`config.mk`:
```
export PLATFORM = sky130hd
export DESIGN_NAME = pbba_annunciator
export DESIGN_NICKNAME = d
export VERILOG_FILES = /design/src/pbba_pkg.sv /design/src/pbba_annunciator.sv /design/src/pbba_tone.sv
export SDC_FILE = /design/constraint.sdc
export NUM_CORES = 1
export LEC_CHECK = 0
export BUFFER_PORTS_ARGS = -buffer_cell sky130_fd_sc_hd__buf_2
export CORE_UTILIZATION = 40
export DETAILED_ROUTE_END_ITERATION = 10
export GPL_TIMING_DRIVEN = 1
export RECOVER_POWER = 100
export SLEW_MARGIN = 0
export SYNTH_ARGS = -nofsm -noshare
export SYNTH_HDL_FRONTEND = slang
export SYNTH_HIERARCHICAL = 1
export SYNTH_SLANG_ARGS = --single-unit
```
`constraint.sdc`:
```
create_clock -name I_CLK_SYS -period 3.02 [get_ports I_CLK_SYS]
set_input_delay 0.151 -clock I_CLK_SYS [delete_from_list [all_inputs] [get_ports I_CLK_SYS]]
set_output_delay 0.151 -clock I_CLK_SYS [all_outputs]
set_load 0.02 [all_outputs]
```
`src/pbba_pkg.sv`:
```
// package: event codes, timing constants and carrier types for the annunciator
package pbba_pkg;
    // clock rate and documented times
    localparam int unsigned CLK_HZ        = 100_000_000;
    localparam int unsigned HALF_SEC_MS   = 500;
    localparam int unsigned PAUSE_MS      = 3000;
    localparam int unsigned TONE_HI_HZ    = 3270;
    localparam int unsigned TONE_LO_HZ    = 1280;
    // derived cycle counts (intervals round down, half-periods round down)
    localparam int unsigned HALF_SEC_CYC  = CLK_HZ / 1000 * HALF_SEC_MS;
    localparam int unsigned PAUSE_CYC     = CLK_HZ / 1000 * PAUSE_MS;
    localparam int unsigned TONE_HI_HALF  = CLK_HZ / (2 * TONE_HI_HZ);
    localparam int unsigned TONE_LO_HALF  = CLK_HZ / (2 * TONE_LO_HZ);
    // pattern shape
    localparam logic [2:0] VIDEO_BURSTS   = 3'h2;
    localparam logic [2:0] MEMORY_BURSTS  = 3'h3;
    localparam logic [2:0] THERMAL_BURSTS = 3'h4;
    localparam logic [4:0] THERMAL_LIMIT  = 5'h10;
    localparam int unsigned TW            = 32;
    localparam int unsigned FW            = 16;

    // event codes requested by the firmware
    typedef enum logic [2:0] {
        PBBA_EV_NONE    = 3'h0,
        PBBA_EV_CPU_OK  = 3'h1,
        PBBA_EV_SELF_OK = 3'h2,
        PBBA_EV_UPDATE  = 3'h3,
        PBBA_EV_VIDEO   = 3'h4,
        PBBA_EV_MEMORY  = 3'h5,
        PBBA_EV_THERMAL = 3'h6
    } pbba_event_t;

    // request carrier: one-cycle strobe with event code
    typedef struct packed {
        logic        valid;
        pbba_event_t code;
    } pbba_req_t;
endpackage

```
`src/pbba_annunciator.sv`:
```
// power-on self-test beep and blink annunciator top
// Operation
// - speaker tone bursts encode event type
// - cpu init done: one 0.5 s 3270 Hz
// - self-test done: one 0.5 s 3270 Hz
// - video: two bursts, 3 s pause, repeat
// - video pattern only on video error
// - memory: three 1280 Hz bursts, repeat forever
// - thermal: groups of four, stop after sixteen
// - power led blinks encode event type
// - init/self-test done: led off 0.5 s
// - update: led blinks, speaker silent
// - video: led two blinks, 3 s off
// - memory: led three blinks, 3 s off
// - thermal: led groups of four, sixteen total
`timescale 1ns/10ps
module pbba_annunciator
    import pbba_pkg::*;
#(
    parameter int unsigned HALF_CYC  = HALF_SEC_CYC,
    parameter int unsigned PAUSE_LEN = PAUSE_CYC
) (
    // clock, reset, enable
    input  wire logic       I_CLK_SYS,
    input  wire logic       I_NRST,
    input  wire logic       I_CE,
    // firmware request
    input  wire pbba_req_t  I_REQ,
    input  wire logic       I_UPDATE_DONE,
    // annunciator outputs
    output logic            O_SPEAKER,
    output logic            O_POWER_LED,
    output logic            O_BUSY
);
    ////////////////////////////////////////////////////////////////////////
    typedef enum logic [4:0] {
        PBBA_S_IDLE  = 5'b00001,
        PBBA_S_ON    = 5'b00010,
        PBBA_S_OFF   = 5'b00100,
        PBBA_S_PAUSE = 5'b01000,
        PBBA_S_DONE  = 5'b10000
    } pbba_state_t;

    pbba_state_t   state_q;
    pbba_event_t   ev_q;
    logic [TW-1:0] tmr_q;
    logic [2:0]    burst_q;
    logic [4:0]    total_q;
    logic          tone_en_q;
    logic [FW-1:0] half_q;
    logic          wave;

    // bursts per group for the repeating error patterns
    function automatic logic [2:0] group_len(input pbba_event_t e);
        case (e)
            PBBA_EV_VIDEO:   group_len = VIDEO_BURSTS;
            PBBA_EV_MEMORY:  group_len = MEMORY_BURSTS;
            PBBA_EV_THERMAL: group_len = THERMAL_BURSTS;
            default:         group_len = 3'h1;
        endcase
    endfunction

    // events that sound the speaker; update stays silent
    function automatic logic audible(input pbba_event_t e);
        audible = (e != PBBA_EV_UPDATE) && (e != PBBA_EV_NONE);
    endfunction

    // a request counts only with a real event code; code zero is ignored
    function automatic logic taken(input pbba_req_t r);
        taken = r.valid && (r.code != PBBA_EV_NONE);
    endfunction

    ////////////////////////////////////////////////////////////////////////
    // pattern sequencer; any new request restarts from the first step
    always_ff @(posedge I_CLK_SYS) begin
        if (!I_NRST) begin
            state_q <= PBBA_S_IDLE;
            ev_q    <= PBBA_EV_NONE;
            tmr_q   <= '0;
            burst_q <= '0;
            total_q <= '0;
        end else if (I_CE) begin
            if (taken(I_REQ)) begin
                ev_q    <= I_REQ.code;
                tmr_q   <= '0;
                burst_q <= '0;
                total_q <= '0;
                // update begins with led off; init/done begin the led-off gap
                state_q <= (I_REQ.code == PBBA_EV_UPDATE) ? PBBA_S_OFF : PBBA_S_ON;
            end else begin
                case (state_q)
                    PBBA_S_ON: begin
                        if (tmr_q >= TW'(HALF_CYC - 1)) begin
                            tmr_q   <= '0;
                            // update phases never form groups, so they leave burst_q alone; total_q still counts them
                            if (ev_q != PBBA_EV_UPDATE)
                                burst_q <= burst_q + 3'h1;
                            total_q <= total_q + 5'h01;
                            if (ev_q == PBBA_EV_CPU_OK || ev_q == PBBA_EV_SELF_OK)
                                state_q <= PBBA_S_DONE;
                            else
                                state_q <= PBBA_S_OFF;
                        end else begin
                            tmr_q <= tmr_q + TW'(1);
                        end
                    end
                    PBBA_S_OFF: begin
                        if (tmr_q >= TW'(HALF_CYC - 1)) begin
                            tmr_q <= '0;
                            if (ev_q == PBBA_EV_UPDATE)
                                state_q <= PBBA_S_ON;
                            else if (ev_q == PBBA_EV_THERMAL && total_q == THERMAL_LIMIT)
                                state_q <= PBBA_S_DONE;
                            else if (burst_q == group_len(ev_q))
                                state_q <= PBBA_S_PAUSE;
                            else
                                state_q <= PBBA_S_ON;
                        end else begin
                            tmr_q <= tmr_q + TW'(1);
                        end
                    end
                    PBBA_S_PAUSE: begin
                        if (tmr_q >= TW'(PAUSE_LEN - 1)) begin
                            tmr_q   <= '0;
                            burst_q <= '0;
                            state_q <= PBBA_S_ON;
                        end else begin
                            tmr_q <= tmr_q + TW'(1);
                        end
                    end
                    PBBA_S_IDLE, PBBA_S_DONE: tmr_q <= '0;
                    default: state_q <= PBBA_S_IDLE;
                endcase
            end
            // update ends once firmware reports completion
            if (ev_q == PBBA_EV_UPDATE && I_UPDATE_DONE && !I_REQ.valid) begin
                state_q <= PBBA_S_DONE;
                tmr_q   <= '0;
            end
        end
    end

    ////////////////////////////////////////////////////////////////////////
    // tone select: 3270 Hz for healthy/video, 1280 Hz for memory/thermal
    always_ff @(posedge I_CLK_SYS) begin
        if (!I_NRST) begin
            tone_en_q <= 1'b0;
            half_q    <= FW'(TONE_HI_HALF);
        end else if (I_CE) begin
            // a fresh request mutes the divider for one cycle so its tone starts clean
            tone_en_q <= (state_q == PBBA_S_ON) && audible(ev_q)
                         && !taken(I_REQ);
            half_q    <= (ev_q == PBBA_EV_MEMORY || ev_q == PBBA_EV_THERMAL)
                         ? FW'(TONE_LO_HALF) : FW'(TONE_HI_HALF);
        end
    end

    pbba_tone u_tone (
        .i_clk  (I_CLK_SYS),
        .i_nrst (I_NRST),
        .i_ce   (I_CE),
        .i_on   (tone_en_q),
        .i_half (half_q),
        .o_wave (wave)
    );

    ////////////////////////////////////////////////////////////////////////
    // outputs; led lit from power-up; init/done darken it only in their gap, other events light it only in PBBA_S_ON
    always_ff @(posedge I_CLK_SYS) begin
        if (!I_NRST) begin
            O_SPEAKER   <= 1'b0;
            O_POWER_LED <= 1'b1;
            O_BUSY      <= 1'b0;
        end else if (I_CE) begin
            O_SPEAKER <= wave;
            O_BUSY    <= (state_q != PBBA_S_IDLE) && (state_q != PBBA_S_DONE);
            if (ev_q == PBBA_EV_CPU_OK || ev_q == PBBA_EV_SELF_OK)
                O_POWER_LED <= (state_q != PBBA_S_ON);
            else if (ev_q == PBBA_EV_NONE)
                O_POWER_LED <= 1'b1;
            else
                O_POWER_LED <= (state_q == PBBA_S_ON);
        end
    end
endmodule

```
`src/pbba_tone.sv`:
```
// square-wave tone generator with a programmable half period
`timescale 1ns/10ps
module pbba_tone
    import pbba_pkg::*;
(
    // clock, reset, enable
    input  wire logic          i_clk,
    input  wire logic          i_nrst,
    input  wire logic          i_ce,
    // control
    input  wire logic          i_on,
    input  wire logic [FW-1:0] i_half,
    // tone output
    output logic               o_wave
);
    logic [FW-1:0] cnt_q;

    // divider restarts while silent so each burst begins on a clean edge
    always_ff @(posedge i_clk) begin
        if (!i_nrst) begin
            cnt_q  <= '0;
            o_wave <= 1'b0;
        end else if (i_ce) begin
            if (!i_on) begin
                cnt_q  <= '0;
                o_wave <= 1'b0;
            end else if (cnt_q >= i_half - FW'(1)) begin
                cnt_q  <= '0;
                o_wave <= ~o_wave;
            end else begin
                cnt_q <= cnt_q + FW'(1);
            end
        end
    end
endmodule

```
==> summary.txt <==
Power
  • Power density cells: 412.3 nW/µm²
  • Max IR drop VDD: 0.0002993 V
  • Static leakage: 1.736 nW
  • Total power: 2.194 mW

Placed design
  • Dpl ws: between 0.3 and 0.4 ns
  • PortBufs: 10
  • Placed insts: 725
  • HPWL Detailed: 8.134 mm
  • DP Area: 5107 µm²
  • Routability cong.: 0.8001

Synthesis
  • Top cells by area, synth: dfxtp_1 (29%), xnor2_1 (7.4%), ha_1 (5.7%)
  • Synth area leader: dfxtp_1
  • Netlist cell types: a little over 70
  • Count leader, synth: dfxtp_1
  • Average cell area after synthesis: between 8 and 9 µm²
  • Share of the synthesized area in the top cell type: about 29%
  • Cell count after synthesis: 560
  • Sequential fraction of the synthesis area: just under 30%
  • Post-synthesis cell area: 4855 µm²
  • Primary FF master, synth: dfxtp_1
  • Synth top cells by count: dfxtp_1 (71), nand2_1 (49), xnor2_1 (41), nor3_1 (36), nor2_1 (30)
  • Post-synthesis simple-gate area fraction: 35.10%
  • Synth warnings: 6
  • Largest family of logic cells by synthesized area: simple AND/OR/NAND/NOR gates
  • #FFs+latches synth: 71
  • Mux contribution to synthesized area: 1.856%
  • Post-synth EDFFs: 0
  • Post-synthesis adder-cell area fraction: 5.670%
  • Compound-Gate Fraction of Synth Area: 12.01%
  • Async S/R FF share, synth: 0%
  • XOR/XNOR Fraction of Synth Area: between 10 and 15%

Clock network
  • Total CTS buffers: 9
  • Clk_lat worst skew: 0.33 ns
  • Setup Fix Bufs, Post-CTS: 0
  • Clock tree buffer depth: 2
  • Root Buffer Master: clkbuf_16
  • CTS tree: built
  • Clk slew on worst S/H paths: 0.06 ns
  • Clock Sinks: 71
  • Post_cts resized: 0
  • # hold bufs at CTS: 0
  • H-tree Lvls: 3

Timing
  • Least-Margin Pin Slew: 1.120 ns
  • Highest clock rate: 0.3636 GHz
  • RSZ-0062 raised after global routing: no
  • Clock skew: 0.008136 ns
  • Min Hold Slack: around 0.12 ns
  • Setup violators final: 0
  • Minimum clock period: 2.750 ns
  • Slew Limit Headroom: around 25%
  • Slew Limit Fails: 0
  • Setup TNS: 0 ns
  • Final Hold Fails: 0
  • Final period util: 91.07%
  • Worst Slack Setup Final: roughly 0.27 ns

Layout
  • Design Area, Final: 5321 µm²
  • Layout cells sized above 1: between 10% and 20%
  • NumNets Final: 623
  • Fin util: 45.82%
  • Layout area overhead: 9.613%
  • Non-filler instance count after layout: approximately 740
  • Ant. Diodes: 0

Detailed routing
  • Wire length on met2: 5.328 mm
  • WL final: 11.37 mm
  • Initial DRC count: 183
  • WL met3: 391 µm
  • DRC violations left: 0
  • Post-DRT Antenna Nets: 0
  • Top layer in use: met4
  • Wl on met1: 5.521 mm
  • Vias per cell: 5.592
  • Drt first pass iters: 4
  • Via count: 4144
  • Drt wl/cell: 15.34 µm

Critical path
  • Setup slack, reg-to-reg: 0.27 ns
  • Kind of cell adding the most delay to the critical path: simple AND/OR/NAND/NOR gates
  • R2r worst-path depth: 9
  • R2R Path Start: half_q[13]
  • Critical setup path kind: reg2reg
  • CP required: 3.23 ns
  • CP Capture Type: register
  • Buffers & Inverters on Critical Path: 2
  • Slowest CP cell: or4_1
  • WP data arrival: 2.96 ns
  • Critical Path Start Type: register
  • Crit-path cells: buf_4 -> xnor2_1 -> ha_1 -> nand4_1 -> or4_1 -> o32a_1 -> a21boi_2 -> clkbuf_2 -> nor3b_1
  • Critical path peak fanout: 9
  • CP max stage delay: approximately 0.51 ns
  • R2R Path End: u_tone/cnt_q[14]

Global route
  • Total gr overflow: 0
  • Initial antenna violation count: 0
  • Vias in the first global route: 4051
  • Largest net degree at the start of global routing: 35
  • All-Layer GR Usage: around a fifth
  • Global-route wire length before repair: between 15 and 20 mm

Worst hold path
  • Hold Crit Depth: 3
  • Worst Hold End: ev_q[2]
  • Hold Startpoint: I_REQ[2]
  • HP Class: in2reg

Outcome
  • Outcome: complete, no violations

Run
  • Max cap viols: 0

Die
  • Core ar.: 11610 µm²
  • Die Y: 112.2 µm
  • Starting density of the core: 41.80%
  • Die X: 112.2 µm
  • Row count: 39
  • Io pins: 11
  • Die ar.: 12580 µm²
[area by class of cell]
cell class | count | area, µm²
clock buffers | 9 | 225.2
clock inverters | 7 | 56.30
fillers | 1171 | 6292
inverters | 13 | 48.80
multi-input cells | 475 | 3254
flip-flops and latches | 71 | 1421
well taps | 143 | 178.9
repair buffers | 23 | 136.4
[sequential cells by signal, indices dropped and copies added (netlist names)]
register / cells
burst_q: 3
half_q: 2
tone_en_q: 1
O_POWER_LED: 1
O_BUSY: 1
tmr_q: 32
u_tone/o_wave: 1
state_q: 5
ev_q: 3
u_tone/cnt_q: 16
O_SPEAKER: 1
total_q: 5
[logic make-up after synthesis]
kind of cell	Yosys count
adder cells (fa/ha/maj)	22
flip-flops	71
AND/OR/NAND/NOR	269
AO/OA/AOI/OAI	83
buffers and inverters	43
other	2
XOR/XNOR	61
multiplexers	9
[placed cells by master (no fill, tap or decap), types with 5 or more instances in the layout]
cell       synthesis  final
clkbuf_16          0      9
buf_2              7      6
nor4_1            10     10
buf_4              0     10
nor2_1            30     30
mux2i_1            9      9
nor3_1            36     45
o211ai_1           7      7
nor3b_1           16     16
nand4_1           21     21
or3_1              5      5
conb_1             2     31
and3_1             9      9
nor4_2             7      7
nor4_4             5      5
nand3_1           24     24
nand2b_1           7      7
xnor2_1           41     41
nand2_1           49     49
o21ai_0           14     14
a21oi_1           21     21
inv_1             13     13
xor2_1            19     19
dfxtp_1           71     71
clkbuf_1          13      5
or4_1              5      5
ha_1              22     22
[metal layers]
layer / GRT usage [%] / vias up
met4: 5.867 / 0
li1: - / 2099
met3: 3.510 / 10
met5: 0 / -
met2: 31.35 / 66
met1: 25.78 / 1969
[worst min-delay path, stage by stage]
cell,delay (ns)
buf_2,0.12
nand3_1,0.07
a21oi_1,0.06
[worst max-delay path by stage]
stage	startpoint	endpoint	slack, ns	cells past startpoint
4_1_cts	half_q[13]	u_tone/cnt_q[14]	0.36	9
3_5_place_dp	half_q[13]	u_tone/cnt_q[14]	0.39	9
5_1_grt	tmr_q[29]	tmr_q[17]	0.15	7
6_report	half_q[13]	u_tone/cnt_q[14]	0.27	9
2_1_floorplan	half_q[13]	u_tone/cnt_q[10]	0.34	8
3_3_place_gp	half_q[13]	u_tone/cnt_q[15]	0.43	9
[report_power, final]
group	internal [mW]	total (mW)	switching, mW
sequential	0.946	0.965	0.0185
combinational	0.0779	0.231	0.153
clock	0.563	0.999	0.436
total	1.59	2.19	0.608
No activity file was read; power rests on OpenSTA's default activity.
